### src/pkg/lbs_defs.vh
`ifndef LBS_DEFS_VH
`define LBS_DEFS_VH
`define LBS_CLK_KHZ          250000
`define LBS_SW_FREQ_KHZ      1250
`define LBS_OVP_CYCLES       8
`define LBS_RETRY_US         12000
`define LBS_SHDN_LOW_US      2500
`define LBS_REF_MV           200
`define LBS_OFFSET_UV        750
`define LBS_SLOPE_DUTY_PCT   40
`define LBS_MIN_ON_NS        80
`define LBS_REF_W            16
`define LBS_REF_FULL         16'hFFFF
`define LBS_FILT_SHIFT       15
`define LBS_OFFSET_CODE      16'h00F6
`define LBS_SLOPE_STEP       16'h0040
`endif

### src/verilog/lbs_sync3.v
`include "lbs_defs.vh"
module lbs_sync3 (
	input  wire clk_i,
	input  wire rst_i,
	input  wire d_i,
	output reg  q_o
);
	reg s1;
	reg s2;
	reg s3;
	always @(posedge clk_i or posedge rst_i) begin
		if (rst_i) begin
			s1  <= 1'b0;
			s2  <= 1'b0;
			s3  <= 1'b0;
			q_o <= 1'b0;
		end else begin
			s1 <= d_i;
			s2 <= s1;
			s3 <= s2;
			if (s2 == s3)
				q_o <= s3;
		end
	end
endmodule // lbs_sync3

### src/verilog/lbs_ref_filter.v
`include "lbs_defs.vh"
module lbs_ref_filter #(
	parameter W = `LBS_REF_W
) (
	input  wire         clk_i,
	input  wire         rst_i,
	input  wire         step_i,
	input  wire         gate_i,
	output reg  [W-1:0] ref_o
);
	// first-order low pass of the chopped reference; level is set by duty, not amplitude
	wire [W-1:0] chopped = gate_i ? `LBS_REF_FULL : {W{1'b0}};
	reg  [W+15:0] acc;
	wire [W+15:0] chop_ext = {chopped, 16'h0000};
	always @(posedge clk_i or posedge rst_i) begin
		if (rst_i) begin
			acc   <= {(W+16){1'b0}};
			ref_o <= {W{1'b0}};
		end else if (step_i) begin
			if (chop_ext >= acc)
				acc <= acc + ((chop_ext - acc) >> 8);
			else
				acc <= acc - ((acc - chop_ext) >> 8);
			ref_o <= acc[W+15:16];
		end
	end
endmodule // lbs_ref_filter

### src/verilog/lbs_supervisor.v
`include "lbs_defs.vh"
// Notes on behaviour
// - switch runs from fixed 1.25 MHz clock, one on/off cycle per period
// - on-time ends when sensed current reaches error amplifier level
// - slope ramp is added to sensed current for duty above 40 percent
// - full brightness reference corresponds to 200 mV at feedback node
// - switch node overvoltage sampled once every switching cycle
// - eight consecutive overvoltage cycles turn the switch off
// - after a trip, switching resumes about 12 ms later, guard re-armed
// - enable shutdown holds from reset until enable goes high, otherwise starts only after enable input low continuously beyond 2.5 ms
// - in shutdown the switch stays off and never switches
// - enable held high applies full internal reference
// - reference passed while input high, blocked while low
// - chopped reference is low-pass filtered and used as regulation target
// - regulated level is duty times 200 mV plus 0.75 mV offset
// - dimmed level depends only on duty, not on logic high amplitude
// - supply under lockout threshold forces shutdown with switch off
// - restart only once supply exceeds threshold by hysteresis
// - thermal shutdown above 150 C, resume after 15 C fall
// - current limit ends on-time early that cycle
module lbs_supervisor #(
	parameter integer RETRY_CYCLES = (`LBS_RETRY_US * (`LBS_CLK_KHZ / 1000)),
	parameter integer SHDN_CYCLES  = (`LBS_SHDN_LOW_US * (`LBS_CLK_KHZ / 1000)),
	parameter integer OVP_CYCLES   = `LBS_OVP_CYCLES,
	parameter integer REF_W        = `LBS_REF_W
) (
	input  wire             clk_i,
	input  wire             rst_i,
	input  wire             brightness_enable_input_i,
	input  wire             overvoltage_i,
	input  wire             current_limit_i,
	input  wire             supply_ok_i,
	input  wire             overtemp_i,
	input  wire [REF_W-1:0] error_amp_i,
	input  wire [REF_W-1:0] sense_current_i,
	output reg              power_switch_o,
	output reg              shutdown_o,
	output reg              guard_tripped_o,
	output reg  [REF_W-1:0] reg_reference_o,
	output reg              sw_cycle_o
);
	localparam integer PERIOD   = `LBS_CLK_KHZ / `LBS_SW_FREQ_KHZ;
	localparam integer MIN_ON   = (`LBS_MIN_ON_NS * (`LBS_CLK_KHZ / 1000) + 999) / 1000;
	localparam integer SLOPE_AT = (PERIOD * `LBS_SLOPE_DUTY_PCT) / 100;
	localparam [1:0] ST_OFF   = 2'd0;
	localparam [1:0] ST_RUN   = 2'd1;
	localparam [1:0] ST_RETRY = 2'd2;

	wire en_s;
	wire ovp_s;
	wire ilim_s;
	wire uv_ok_s;
	wire ot_s;
	lbs_sync3 u_en   (.clk_i(clk_i), .rst_i(rst_i), .d_i(brightness_enable_input_i), .q_o(en_s));
	lbs_sync3 u_ovp  (.clk_i(clk_i), .rst_i(rst_i), .d_i(overvoltage_i), .q_o(ovp_s));
	lbs_sync3 u_ilim (.clk_i(clk_i), .rst_i(rst_i), .d_i(current_limit_i), .q_o(ilim_s));
	lbs_sync3 u_uv   (.clk_i(clk_i), .rst_i(rst_i), .d_i(supply_ok_i), .q_o(uv_ok_s));
	lbs_sync3 u_ot   (.clk_i(clk_i), .rst_i(rst_i), .d_i(overtemp_i), .q_o(ot_s));

	// switching period divider
	reg  [7:0] phase;
	wire       cyc_start = (phase == 8'd0);
	always @(posedge clk_i or posedge rst_i) begin
		if (rst_i)
			phase <= 8'd0;
		else if (phase == PERIOD[7:0] - 8'd1)
			phase <= 8'd0;
		else
			phase <= phase + 8'd1;
	end

	// brightness-low timer for shutdown
	reg [23:0] low_cnt;
	reg        en_shdn;
	always @(posedge clk_i or posedge rst_i) begin
		if (rst_i) begin
			low_cnt <= 24'h00_0000;
			en_shdn <= 1'b1;
		end else if (en_s) begin
			low_cnt <= 24'h00_0000;
			en_shdn <= 1'b0;
		end else if (low_cnt > SHDN_CYCLES[23:0]) begin
			en_shdn <= 1'b1;
		end else begin
			low_cnt <= low_cnt + 24'h00_0001;
		end
	end

	// supply and thermal lockouts; hysteresis lives in the analog comparators
	wire lockout = !uv_ok_s || ot_s;
	wire inhibit = lockout || en_shdn;

	// open-string guard
	reg [1:0]  state;
	reg [3:0]  ovp_cnt;
	reg [23:0] retry_cnt;
	always @(posedge clk_i or posedge rst_i) begin
		if (rst_i) begin
			state     <= ST_OFF;
			ovp_cnt   <= 4'h0;
			retry_cnt <= 24'h00_0000;
		end else begin
			case (state)
				ST_OFF: begin
					ovp_cnt <= 4'h0;
					if (!inhibit && cyc_start)
						state <= ST_RUN;
				end
				ST_RUN: begin
					if (inhibit) begin
						state <= ST_OFF;
					end else if (phase == PERIOD[7:0] - 8'd1) begin
						if (ovp_s) begin
							if (ovp_cnt == OVP_CYCLES[3:0] - 4'h1) begin
								state     <= ST_RETRY;
								retry_cnt <= 24'h00_0000;
								ovp_cnt   <= 4'h0;
							end else begin
								ovp_cnt <= ovp_cnt + 4'h1;
							end
						end else begin
							ovp_cnt <= 4'h0;
						end
					end
				end
				ST_RETRY: begin
					if (inhibit)
						state <= ST_OFF;
					else if (retry_cnt >= RETRY_CYCLES[23:0] - 24'h00_0001)
						state <= ST_OFF;
					else
						retry_cnt <= retry_cnt + 24'h00_0001;
				end
				default: state <= ST_OFF;
			endcase
		end
	end

	// reference chopping and filtering
	wire step = 1'b1;
	wire [REF_W-1:0] filt_ref;
	lbs_ref_filter #(.W(REF_W)) u_filt (
		.clk_i (clk_i),
		.rst_i (rst_i),
		.step_i(step),
		.gate_i(en_s),
		.ref_o (filt_ref)
	);
	wire [REF_W:0] ref_sum = {1'b0, filt_ref} + {1'b0, `LBS_OFFSET_CODE};
	wire [REF_W-1:0] ref_sat = ref_sum[REF_W] ? `LBS_REF_FULL : ref_sum[REF_W-1:0];

	// current-mode pwm with slope compensation
	reg  [REF_W-1:0] slope;
	wire [REF_W:0]   sensed = {1'b0, sense_current_i} + {1'b0, slope};
	wire             trip   = (sensed >= {1'b0, error_amp_i});
	reg              on_phase;
	always @(posedge clk_i or posedge rst_i) begin
		if (rst_i) begin
			slope    <= 16'h0000;
			on_phase <= 1'b0;
		end else begin
			if (cyc_start)
				slope <= 16'h0000;
			else if (phase >= SLOPE_AT[7:0])
				slope <= slope + `LBS_SLOPE_STEP;
			if (state != ST_RUN || inhibit)
				on_phase <= 1'b0;
			else if (cyc_start)
				on_phase <= 1'b1;
			else if (ilim_s && phase >= MIN_ON[7:0])
				on_phase <= 1'b0;
			else if (trip && phase >= MIN_ON[7:0])
				on_phase <= 1'b0;
		end
	end

	always @(posedge clk_i or posedge rst_i) begin
		if (rst_i) begin
			power_switch_o  <= 1'b0;
			shutdown_o      <= 1'b1;
			guard_tripped_o <= 1'b0;
			reg_reference_o <= 16'h0000;
			sw_cycle_o      <= 1'b0;
		end else begin
			power_switch_o  <= on_phase && state == ST_RUN && !inhibit;
			shutdown_o      <= inhibit;
			guard_tripped_o <= (state == ST_RETRY);
			reg_reference_o <= ref_sat;
			sw_cycle_o      <= cyc_start;
		end
	end
endmodule // lbs_supervisor

### config.mk
export PLATFORM = sky130hd
export DESIGN_NAME = lbs_supervisor
export DESIGN_NICKNAME = d
export VERILOG_FILES = /design/src/verilog/lbs_sync3.v /design/src/verilog/lbs_ref_filter.v /design/src/verilog/lbs_supervisor.v
export VERILOG_INCLUDE_DIRS = /design/src /design/src/pkg
export SDC_FILE = /design/constraint.sdc
export NUM_CORES = 1
export LEC_CHECK = 0
export ABC_AREA = 1
export BUFFER_PORTS_ARGS = -buffer_cell sky130_fd_sc_hd__buf_2
export CAP_MARGIN = 20
export CORE_UTILIZATION = 65
export CTS_BUF_LIST = sky130_fd_sc_hd__clkbuf_8
export CTS_CLUSTER_DIAMETER = 40
export CTS_CLUSTER_SIZE = 40
export DETAILED_ROUTE_END_ITERATION = 6
export PLACE_DENSITY = 0.84
export SLEW_MARGIN = 30
export SYNTH_ARGS = -nofsm -noshare
export SYNTH_HDL_FRONTEND = slang
export SYNTH_SLANG_ARGS = --single-unit
### constraint.sdc
create_clock -name clk_i -period 10.9 [get_ports clk_i]
set_clock_uncertainty 0.2 [all_clocks]
set_input_delay 0.545 -clock clk_i [delete_from_list [all_inputs] [get_ports clk_i]]
set_output_delay 0.545 -clock clk_i [all_outputs]
set_load 0.05 [all_outputs]
==> run_results.csv, run 1 <==
group,metric,value,unit
yosys,synth_area_leaders,"dfrtp_1 (33%), nand2_1 (11%), ha_1 (10%)",
clocking,clk_latency,480,ps
power,leakage,6.60,nW
floorplanning,ios,59,
yosys,syn_nets,1794,
yosys,synthCells,1655,
worst_setup_path,startpoint_type,"flip-flop",
worst_setup_path,crit_end,"u_filt.acc[17]",
yosys,ys_ff_latch,162,
timing,worst_slew_pin_slew,949,ps
clocking,cts_htree_levels,4,
timing,rsz0062_at_grt,"no",
worst_setup_path,r2r_slack,5520,ps
clocking,ctsLongestPathBuffers,2,
worst_setup_path,rr_worst_depth,21,
route,first_pass_iters,7,
worst_setup_path,required,11090,ps
timing,hold_violations,44,
yosys,yosysSeqAreaShare,33.2,%
run,cap_viol_max_count,0,
route,drc,7,
finish,synthToLayoutAreaGrowth,7.41,%
yosys,synthArstFlopShare,100,%
clocking,cts_buffers,17,
route,dr_total_vias,11200,
clocking,cts-root-buf,"clkbuf_8",
floorplanning,dieArea,19300,sq um
grt,track_usage,32.8,%
clocking,cts_sinks,162,
worst_setup_path,crit_family,"simple AND/OR/NAND/NOR gates",
timing,whs,-14.6,ps
worst_setup_path,critPathLaunch,"u_en.q_o",
worst_setup_path,rr_endpoint,"u_filt.acc[17]",
finish,final_nets,1851,
floorplanning,initial_core_util,67.1,%
worst_setup_path,worstSetupPathType,"flip-flop to flip-flop",
yosys,avgSynthCellArea,7.38,sq um
route,viasPerCell,5.75,
yosys,synthesis.area,12200,sq um
worst_setup_path,crit_top_cell,"nand2_1",
timing,layout_setup_ws,5520,ps
worst_setup_path,worstPathArrival,5560,ps
placed_design,dp_hpwl,23.4,mm
yosys,ys.flop_type,"dfrtp_1",
grt,gr-total-overflow,0,
timing,fmax,186,MHz
timing,setup_viol,0,
grt,grt_max_degree,100,
yosys,yosysTopAreaCell,"dfrtp_1",
yosys,yosysUniqueCellTypes,55,
floorplanning,die_x,139,um
clocking,cts_setup_buffers,0,
worst_setup_path,r2r_start,"u_en.q_o",
worst_setup_path,critPathSlowestCell,"inv_1",
yosys,synth.most_common_cell,"nand2_1",
yosys,yosys_warnings,0,
run_status,violations,"design-rule violations, negative hold slack",
timing,fin_crit,5380,ps
grt,antenna_found_initial,0,
timing,fin_crit_sh,49.3,%
clocking,cts_tree,"built",
yosys,ys_top_cells_by_count,"nand2_1 (358), inv_1 (249), dfrtp_1 (160)",
clocking,clk_pin_slew,100,ps
worst_setup_path,slowest_delay,690,ps
timing,max_slew_margin,36.6,%
run_status,outcome,"finished, violations left",
worst_setup_path,cp.buffers_inverters,4,
floorplanning,rows,49,
yosys,synth_edf_count,0,
placed_design,numPortBuffers,58,
worst_setup_path,cp.depth,21,
worst_setup_path,crit_path_end_kind,"flip-flop",
hold_path,hold_path.class,"primary input to async pin",
placed_design,dp_slack,5680,ps
placed_design,gp_congestion,0.943,
worst_setup_path,cp_max_fo,27,
route,wl_per_cell,15.5,um
route,drtIter0Drc,892,
timing,fin_setup_tns,0,ps
worst_setup_path,cp_cell_sequence,"inv_1 > ha_1 > nand2_1 > inv_2 > nand2_1 > nor4_2 > nand4_1 > nand3_2 > nand2_2 > nand2_1 > xor2_1 > inv_1 > ha_1 > nand2_1 > nand2_1 > a31oi_1 > o21ai_0 > a21oi_1 > inv_1 > a21oi_1 > xnor2_1",
yosys,synth_top_cell_area_share,32.8,%
finish,drive_gt1_share,9.68,%
floorplanning,die_y,139,um
power,powerDensity,334,nW/um^2
finish,diodes,0,
power,ir_worst_vdd,0.000416,V
floorplanning,core_area,18200,sq um
timing,slew_viol_final,0,
grt,first_global_vias,10800,
route,wl,30.3,mm
route,ant_nets,0,
grt,grt_first_pass_wirelength,50.9,mm
==> stage by stage <==
stage	utilization (%)	cell area, sq um	total power, mW	cells
floorplan	-	12200	3.18	1655
global placement	69.7	12700	3.78	1917
detailed placement	69.7	12700	3.86	1917
CTS	72.0	13100	4.32	1954
global route	72.0	13100	4.73	1954
finish	72.0	13100	4.38	1954
==> sequential cells by signal, summed over array words and instances, names as in the netlist, 4 cells and up <==
register,cells
reg_reference_o,16
ovp_cnt,4
u_filt.ref_o,16
u_filt.acc,32
slope,10
retry_cnt,24
low_cnt,24
phase,8
==> placed cells by master, fill, tap and decap left out, types with 6 or more instances in the layout <==
cell type and instances:
a21o_1 8, a21oi_1 104, a31oi_1 11, buf_2 58
clkbuf_8 17, dfrtp_1 160, ha_1 98, inv_1 249
inv_2 18, nand2_1 357, nand2_2 14, nand3_1 98
nand3b_1 6, nand4_1 39, nor2_1 130, nor2_4 9
nor3_1 42, nor4_1 12, o21a_1 8, o21ai_0 77
o21ai_1 7, o21bai_1 8, o31ai_1 20, xnor2_1 21
xor2_1 64
==> repair_timing <==
| item | CTS | global route |
|---|---|---|
| endpoints found under the hold margin | 5 | 0 |
| hold buffers | 5 | 0 |
| resized for setup | 0 | 0 |
==> cell type report <==
type / instances / area (sq um)
Clock buffer: 17 / 234
Tap cell: 229 / 287
Multi-Input combinational cell: 1196 / 7020
Timing Repair Buffer: 66 / 363
Inverter: 269 / 1020
Sequential cell: 162 / 4060
Clock inverter: 15 / 146
Fill cell: 1520 / 5090
==> where the power goes <==
group	internal [mW]	total, mW	switching, mW
sequential	0.771	0.923	0.153
clock	0.187	0.439	0.252
combinational	1.03	3.02	1.98
==> layer usage <==
layer	up-vias	global-route usage (%)	share of wire (%)
met2	461	54.8	47
met3	61	5.39	6.6
li1	5535	-	-
met1	5175	43.8	45
met4	0	9.88	2.0
met5	-	0	0
==> kinds of logic (layout without fill, tap and decap cells) <==
family,Yosys count,count (layout),share of synthesized area (%)
AOI/OAI and AO/OA,263,263,12.3
xor gates and xnor gates,87,87,6.45
adders and majority gates,105,105,10.8
buffers and inverters,297,367,9.37
DFF,162,162,33.2
and+or+nand+nor,741,741,27.9
==> worst min path at each step <==
| stage | cells past startpoint | to | slack, ps |
|---|---|---|---|
| after floorplan | 0 | u_en.s2 | 130 |
| after global placement | 0 | u_ilim.s2 | 140 |
| after detailed placement | 0 | u_ot.s2 | 140 |
| after CTS | 2 | slope[13] | 80 |
| after global routing | 2 | u_uv.s2 | 30 |
| final | 2 | u_uv.s3 | -10 |
Power figures use the tool's default switching activity.
==> inputs of run 2 (changes only) <==
Settings changed: ABC_AREA 1 to 0, CORE_UTILIZATION 65 to 58, PLACE_DENSITY 0.84 to 0.79.
Clock period 10.9 ns to 4.31 ns, I/O delays scaled along.
==> run 2 against run 1 <==
Effect of this change: the flow finishes with violations (negative setup slack); global-route usage decreased by 1.2 points; design area is 14% higher; first-iteration DRC count fell by 9.4%; wire length is 12% higher; via count shrank 4.2%.
==> run_results.csv, run 2 <==
group,metric,value,unit
placed_design,numPortBuffers,58,
yosys,synth_area_leaders,"dfrtp_1 (36%), ha_1 (11%), xor2_1 (5.7%)",
yosys,synthArstFlopShare,100,%
finish,top_regs,"u_filt.acc (32), low_cnt (24), retry_cnt (24)",
finish,final_nets,1675,
yosys,syn_nets,1333,
yosys,ys_top_cells_by_count,"dfrtp_1 (160), nor2_1 (124), ha_1 (98)",
finish,largest_register,"u_filt.acc",
timing,rsz0062_at_grt,"yes",
timing,setup_viol,29,
worst_setup_path,cp_max_fo,6,
worst_setup_path,critPathSlowestCell,"or4_4",
floorplanning,initial_core_util,60.1,%
timing,whs,157,ps
timing,hold_violations,0,
clocking,clk_latency,490,ps
worst_setup_path,startpoint_type,"flip-flop",
clocking,cts-root-buf,"clkbuf_8",
yosys,ys.flop_type,"dfrtp_1",
timing,fmax,185,MHz
clocking,clk_pin_slew,110,ps
yosys,yosysUniqueCellTypes,83,
worst_setup_path,worstPathArrival,5610,ps
run,cap_viol_max_count,0,
timing,worst_slew_pin_slew,747,ps
placed_design,dp_slack,-889,ps
finish,synthToLayoutAreaGrowth,36.0,%
floorplanning,dieArea,19500,sq um
floorplanning,die_y,140,um
route,first_pass_iters,5,
timing,fin_crit,5390,ps
floorplanning,ios,59,
timing,max_slew_margin,49.5,%
worst_setup_path,worstSetupPathType,"flip-flop to flip-flop",
yosys,synthCells,1194,
finish,final_common_cell,"buf_4",
grt,first_global_vias,10500,
route,wl,33.9,mm
yosys,yosysTopAreaCell,"dfrtp_1",
worst_setup_path,slowest_delay,450,ps
route,drc,0,
route,ant_nets,0,
finish,drive_gt1_share,33.1,%
worst_setup_path,crit_path_end_kind,"flip-flop",
finish,final_cell_mix,"buf_4 (272), dfrtp_1 (159), nor2_1 (119)",
route,drtIter0Drc,808,
worst_setup_path,crit_top_cell,"buf_4",
worst_setup_path,r2r_slack,-1080,ps
yosys,synth_edf_count,0,
timing,fin_crit_sh,125,%
worst_setup_path,required,4520,ps
route,wl_per_cell,19.0,um
route,dr_total_vias,10800,
yosys,yosysSeqAreaShare,37.0,%
floorplanning,die_x,140,um
clocking,cts_sinks,162,
yosys,synthesis.area,11000,sq um
run_status,outcome,"finished, violations left",
hold_path,hold_path.class,"flip-flop to flip-flop",
grt,gr-total-overflow,0,
floorplanning,rows,49,
clocking,ctsLongestPathBuffers,2,
finish,largest_reg_flops,32,
placed_design,gp_congestion,0.940,
clocking,cts_buffers,17,
run_status,violations,"negative setup slack",
grt,grt_first_pass_wirelength,49.4,mm
grt,track_usage,31.6,%
yosys,synth.most_common_cell,"dfrtp_1",
yosys,avgSynthCellArea,9.19,sq um
timing,layout_setup_ws,-1080,ps
route,viasPerCell,6.05,
yosys,yosys_warnings,0,
floorplanning,core_area,18300,sq um
clocking,cts_htree_levels,4,
grt,grt_max_degree,111,
placed_design,dp_hpwl,21.4,mm
yosys,synth_top_cell_area_share,36.5,%
finish,fillers,1037,
yosys,ys_ff_latch,162,
timing,slew_viol_final,0,
grt,antenna_found_initial,0,
clocking,cts_tree,"built",
## run 2: changes by cell type in the layout (fill, tap and decap cells not counted), sizes merged, moves of 34 or more
| cell | previous run | this run |
|---|---|---|
| xnor2 | 22 | 65 |
| buf | 61 | 351 |
| nand3 | 104 | 47 |
| nand2 | 375 | 85 |
| o21ai | 85 | 51 |
| inv | 276 | 75 |
## run 2: final timing paths
path                            startpoint              to  depth (start not counted)
worst max register to register    u_en.q_o  u_filt.acc[30]                         28
worst min register to register    u_ovp.s1        u_ovp.s2                          0
min in group asynchronous            rst_i        phase[4]                          4
worst min-delay path              u_ovp.s1        u_ovp.s2                          0
max in group asynchronous            rst_i        u_en.q_o                          4
worst max-delay path              u_en.q_o  u_filt.acc[30]                         28
## run 2: logic make-up after synthesis
| logic type | share of synthesized area, % |
|---|---|
| AOI/OAI and AO/OA | 16.4 |
| xor gates and xnor gates | 10.9 |
| adders and majority gates | 12.0 |
| buffers and inverters | 3.65 |
| DFF | 37.0 |
| muxes | 1.03 |
| and+or+nand+nor | 19.1 |
## run 2: final cells by class
class	count	area (sq um)	area share, %
repair buffers	357	2660	17.8
well taps	229	287	1.92
diodes	1	2.50	0.0168
multi-input cells	929	7240	48.5
clock buffers	17	234	1.57
flip-flops and latches	162	4060	27.2
clock inverters	15	170	1.14
inverters	69	267	1.79
## run 2: timing repair
action	in CTS	in global routing
endpoints found under the setup margin	25	28
hold buffers	6	0
resized for setup	39	88
pin swaps	24	70
cloned	0	0
endpoints found under the hold margin	165	0
setup buffers	14	39
## run 2: metal layers
| metal | GRT usage, % | vias up | share of wire, % |
|---|---|---|---|
| met5 | 0 | - | 0 |
| li1 | - | 4902 | - |
| met1 | 38.0 | 5235 | 39 |
| met4 | 11.5 | 0 | 4.5 |
| met2 | 57.2 | 489 | 51 |
| met3 | 4.78 | 139 | 5.5 |
## run 2: critical path, delay by kind of cell, from the launching register on
kind / cells / cell delay [ps]
buf+inv: 9 / 1200
simple gates: 8 / 1260
compound gates: 7 / 1340
fa+ha+maj: 2 / 620
flops: 1 / 430
xor+xnor: 2 / 270
## run 2: per-stage QoR
step	utilization, %	instances	setup TNS [ps]	cell area (sq um)
floorplan	-	1194	-17750	11200
global placement	73.4	1687	-10530	13400
detailed placement	73.4	1687	-13650	13400
CTS	77.6	1739	-13390	14200
global route	81.7	1778	-25750	14900
finish	81.7	1779	-21610	14900
Power of run 2 is not shown: default switching activity piles up to over one toggle a cycle in this logic, so the estimate is an artifact.
==> inputs of run 3 (changes only) <==
Settings changed: CTS_CLUSTER_DIAMETER 40 to 30, TNS_END_PERCENT from default to 5.
==> run 3 against run 2 <==
Effect of this change: the flow still finishes with violations (negative setup slack); critical endpoint is now u_filt.acc[31]; setup slack improved by 270 ps; via count down 6.6%; largest cell class unchanged; sequential share of layout area rose by 1.2 points.
==> run_results.csv, run 3 (synthesized netlist as in run 2, its figures left out) <==
group,metric,value,unit
route,wl_per_cell,16.6,um
timing,rsz0062_at_grt,"yes",
finish,post-route-util,78.1,%
timing,max_slew_margin,45.2,%
floorplanning,die_y,140,um
timing,fin_crit,5120,ps
route,wl,28.9,mm
route,drtIter0Drc,586,
worst_setup_path,crit_path_end_kind,"flip-flop",
worst_setup_path,crit_end,"u_filt.acc[31]",
floorplanning,core_area,18300,sq um
grt,first_global_vias,10200,
timing,hold_violations,0,
timing,fmax,195,MHz
timing,setup_viol,23,
finish,diodes,0,
worst_setup_path,required,4510,ps
finish,largest_register,"u_filt.acc",
run_status,outcome,"finished, violations left",
floorplanning,ios,59,
clocking,cts_htree_levels,4,
grt,grt_first_pass_wirelength,48.0,mm
run_status,violations,"negative setup slack",
clocking,cts-root-buf,"clkbuf_8",
timing,fin_crit_sh,119,%
worst_setup_path,r2r_start,"u_en.q_o",
timing,worst_slew_pin_slew,816,ps
timing,slew_viol_final,0,
route,viasPerCell,5.78,
floorplanning,rows,49,
worst_setup_path,cp_max_fo,4,
worst_setup_path,rr_worst_depth,23,
floorplanning,dieArea,19500,sq um
grt,grt_max_degree,95,
placed_design,gp_congestion,0.936,
worst_setup_path,worstSetupPathType,"flip-flop to flip-flop",
finish,drive_gt1_share,29.0,%
hold_path,hold_path.class,"flip-flop to flip-flop",
run,cap_viol_max_count,0,
floorplanning,die_x,140,um
clocking,clk_latency,480,ps
clocking,cts_buffers,17,
route,ant_nets,0,
finish,synthToLayoutAreaGrowth,30.0,%
worst_setup_path,startpoint_type,"flip-flop",
route,first_pass_iters,5,
route,drc,0,
finish,largest_reg_flops,32,
finish,final_common_cell,"buf_4",
worst_setup_path,critPathLaunch,"u_en.q_o",
timing,layout_setup_ws,-815,ps
grt,track_usage,30.7,%
clocking,ctsLongestPathBuffers,2,
finish,final_cell_mix,"buf_4 (246), dfrtp_1 (159), nor2_1 (121)",
worst_setup_path,r2r_slack,-810,ps
grt,antenna_found_initial,0,
clocking,cts_sinks,162,
route,dr_total_vias,10100,
clocking,cts_tree,"built",
finish,final_nets,1635,
floorplanning,initial_core_util,60.1,%
placed_design,numPortBuffers,58,
placed_design,dp_hpwl,21.3,mm
clocking,clk_pin_slew,100,ps
worst_setup_path,rr_endpoint,"u_filt.acc[31]",
finish,top_regs,"u_filt.acc (32), low_cnt (24), retry_cnt (24)",
grt,gr-total-overflow,0,
worst_setup_path,worstPathArrival,5330,ps
run 3: cell count changes in the layout (fill, tap and decap cells not counted), sizes merged:
cell      previous run  this run
clkbuf              17        18
bufinv               0         1
diode                1         0
clkinvlp             4         2
buf                351       311
run 3: final cells by class:
cell class                 count  area, sq um
inverter                      69          268
fill                        1180         4000
sequential                   162         4060
clock buffer                  18          248
tap                          229          287
clock inverter                14          151
timing repair buffer         317         2280
multi-input combinational    929         6970
run 3: layer usage:
metal	vias up	share of wire [%]	global-route usage, %
met5	-	0	0
met4	0	2.0	10.4
met3	55	5.0	5.57
met2	296	49	52.9
met1	4877	44	38.8
li1	4826	-	-
run 3: how the worst min path moves through the flow:
stage | start | end | cells after the start
detailed placement | brightness_enable_input_i | u_en.s1 | 1
global placement | brightness_enable_input_i | u_en.s1 | 1
floorplan | brightness_enable_input_i | u_en.s1 | 0
global route | u_ovp.s1 | u_ovp.s2 | 0
finish | u_ot.s1 | u_ot.s2 | 0
CTS | brightness_enable_input_i | u_en.s1 | 2
run 3: what timing repair did:
item,CTS,global route
setup buffers,9,8
pin swaps,34,22
endpoints found under the setup margin,25,27
resized for setup,33,34
hold buffers,6,0
hold endpoints to repair,95,0
run 3: worst max-delay path: stages (launching register included):
cell	delay (ps)
dfrtp_2	420
buf_6	120
clkinvlp_4	120
buf_4	170
ha_4	240
buf_4	140
o221a_2	270
buf_4	150
o211a_4	260
nor3_4	170
buf_6	130
buf_4	100
o2111ai_1	130
xor2_1	330
mux2i_2	150
xor2_1	170
ha_1	370
nand2_2	100
or3_1	350
o211a_1	250
a31o_4	230
o21a_1	220
o21ai_2	130
xnor2_1	120
run 3: per-stage QoR:
step | area (sq um) | hold slack, ps | setup TNS [ps] | cells | worst slack [ps]
floorplan | 11200 | 46.9 | -95140 | 1194 | -1100
global placement | 13400 | 127 | -11730 | 1684 | -771
detailed placement | 13400 | 128 | -14340 | 1684 | -913
CTS | 14000 | 162 | -14530 | 1731 | -874
global route | 14300 | 174 | -17650 | 1738 | -1010
finish | 14300 | 161 | -12640 | 1738 | -815
Power of run 3 is left out for the same reason.
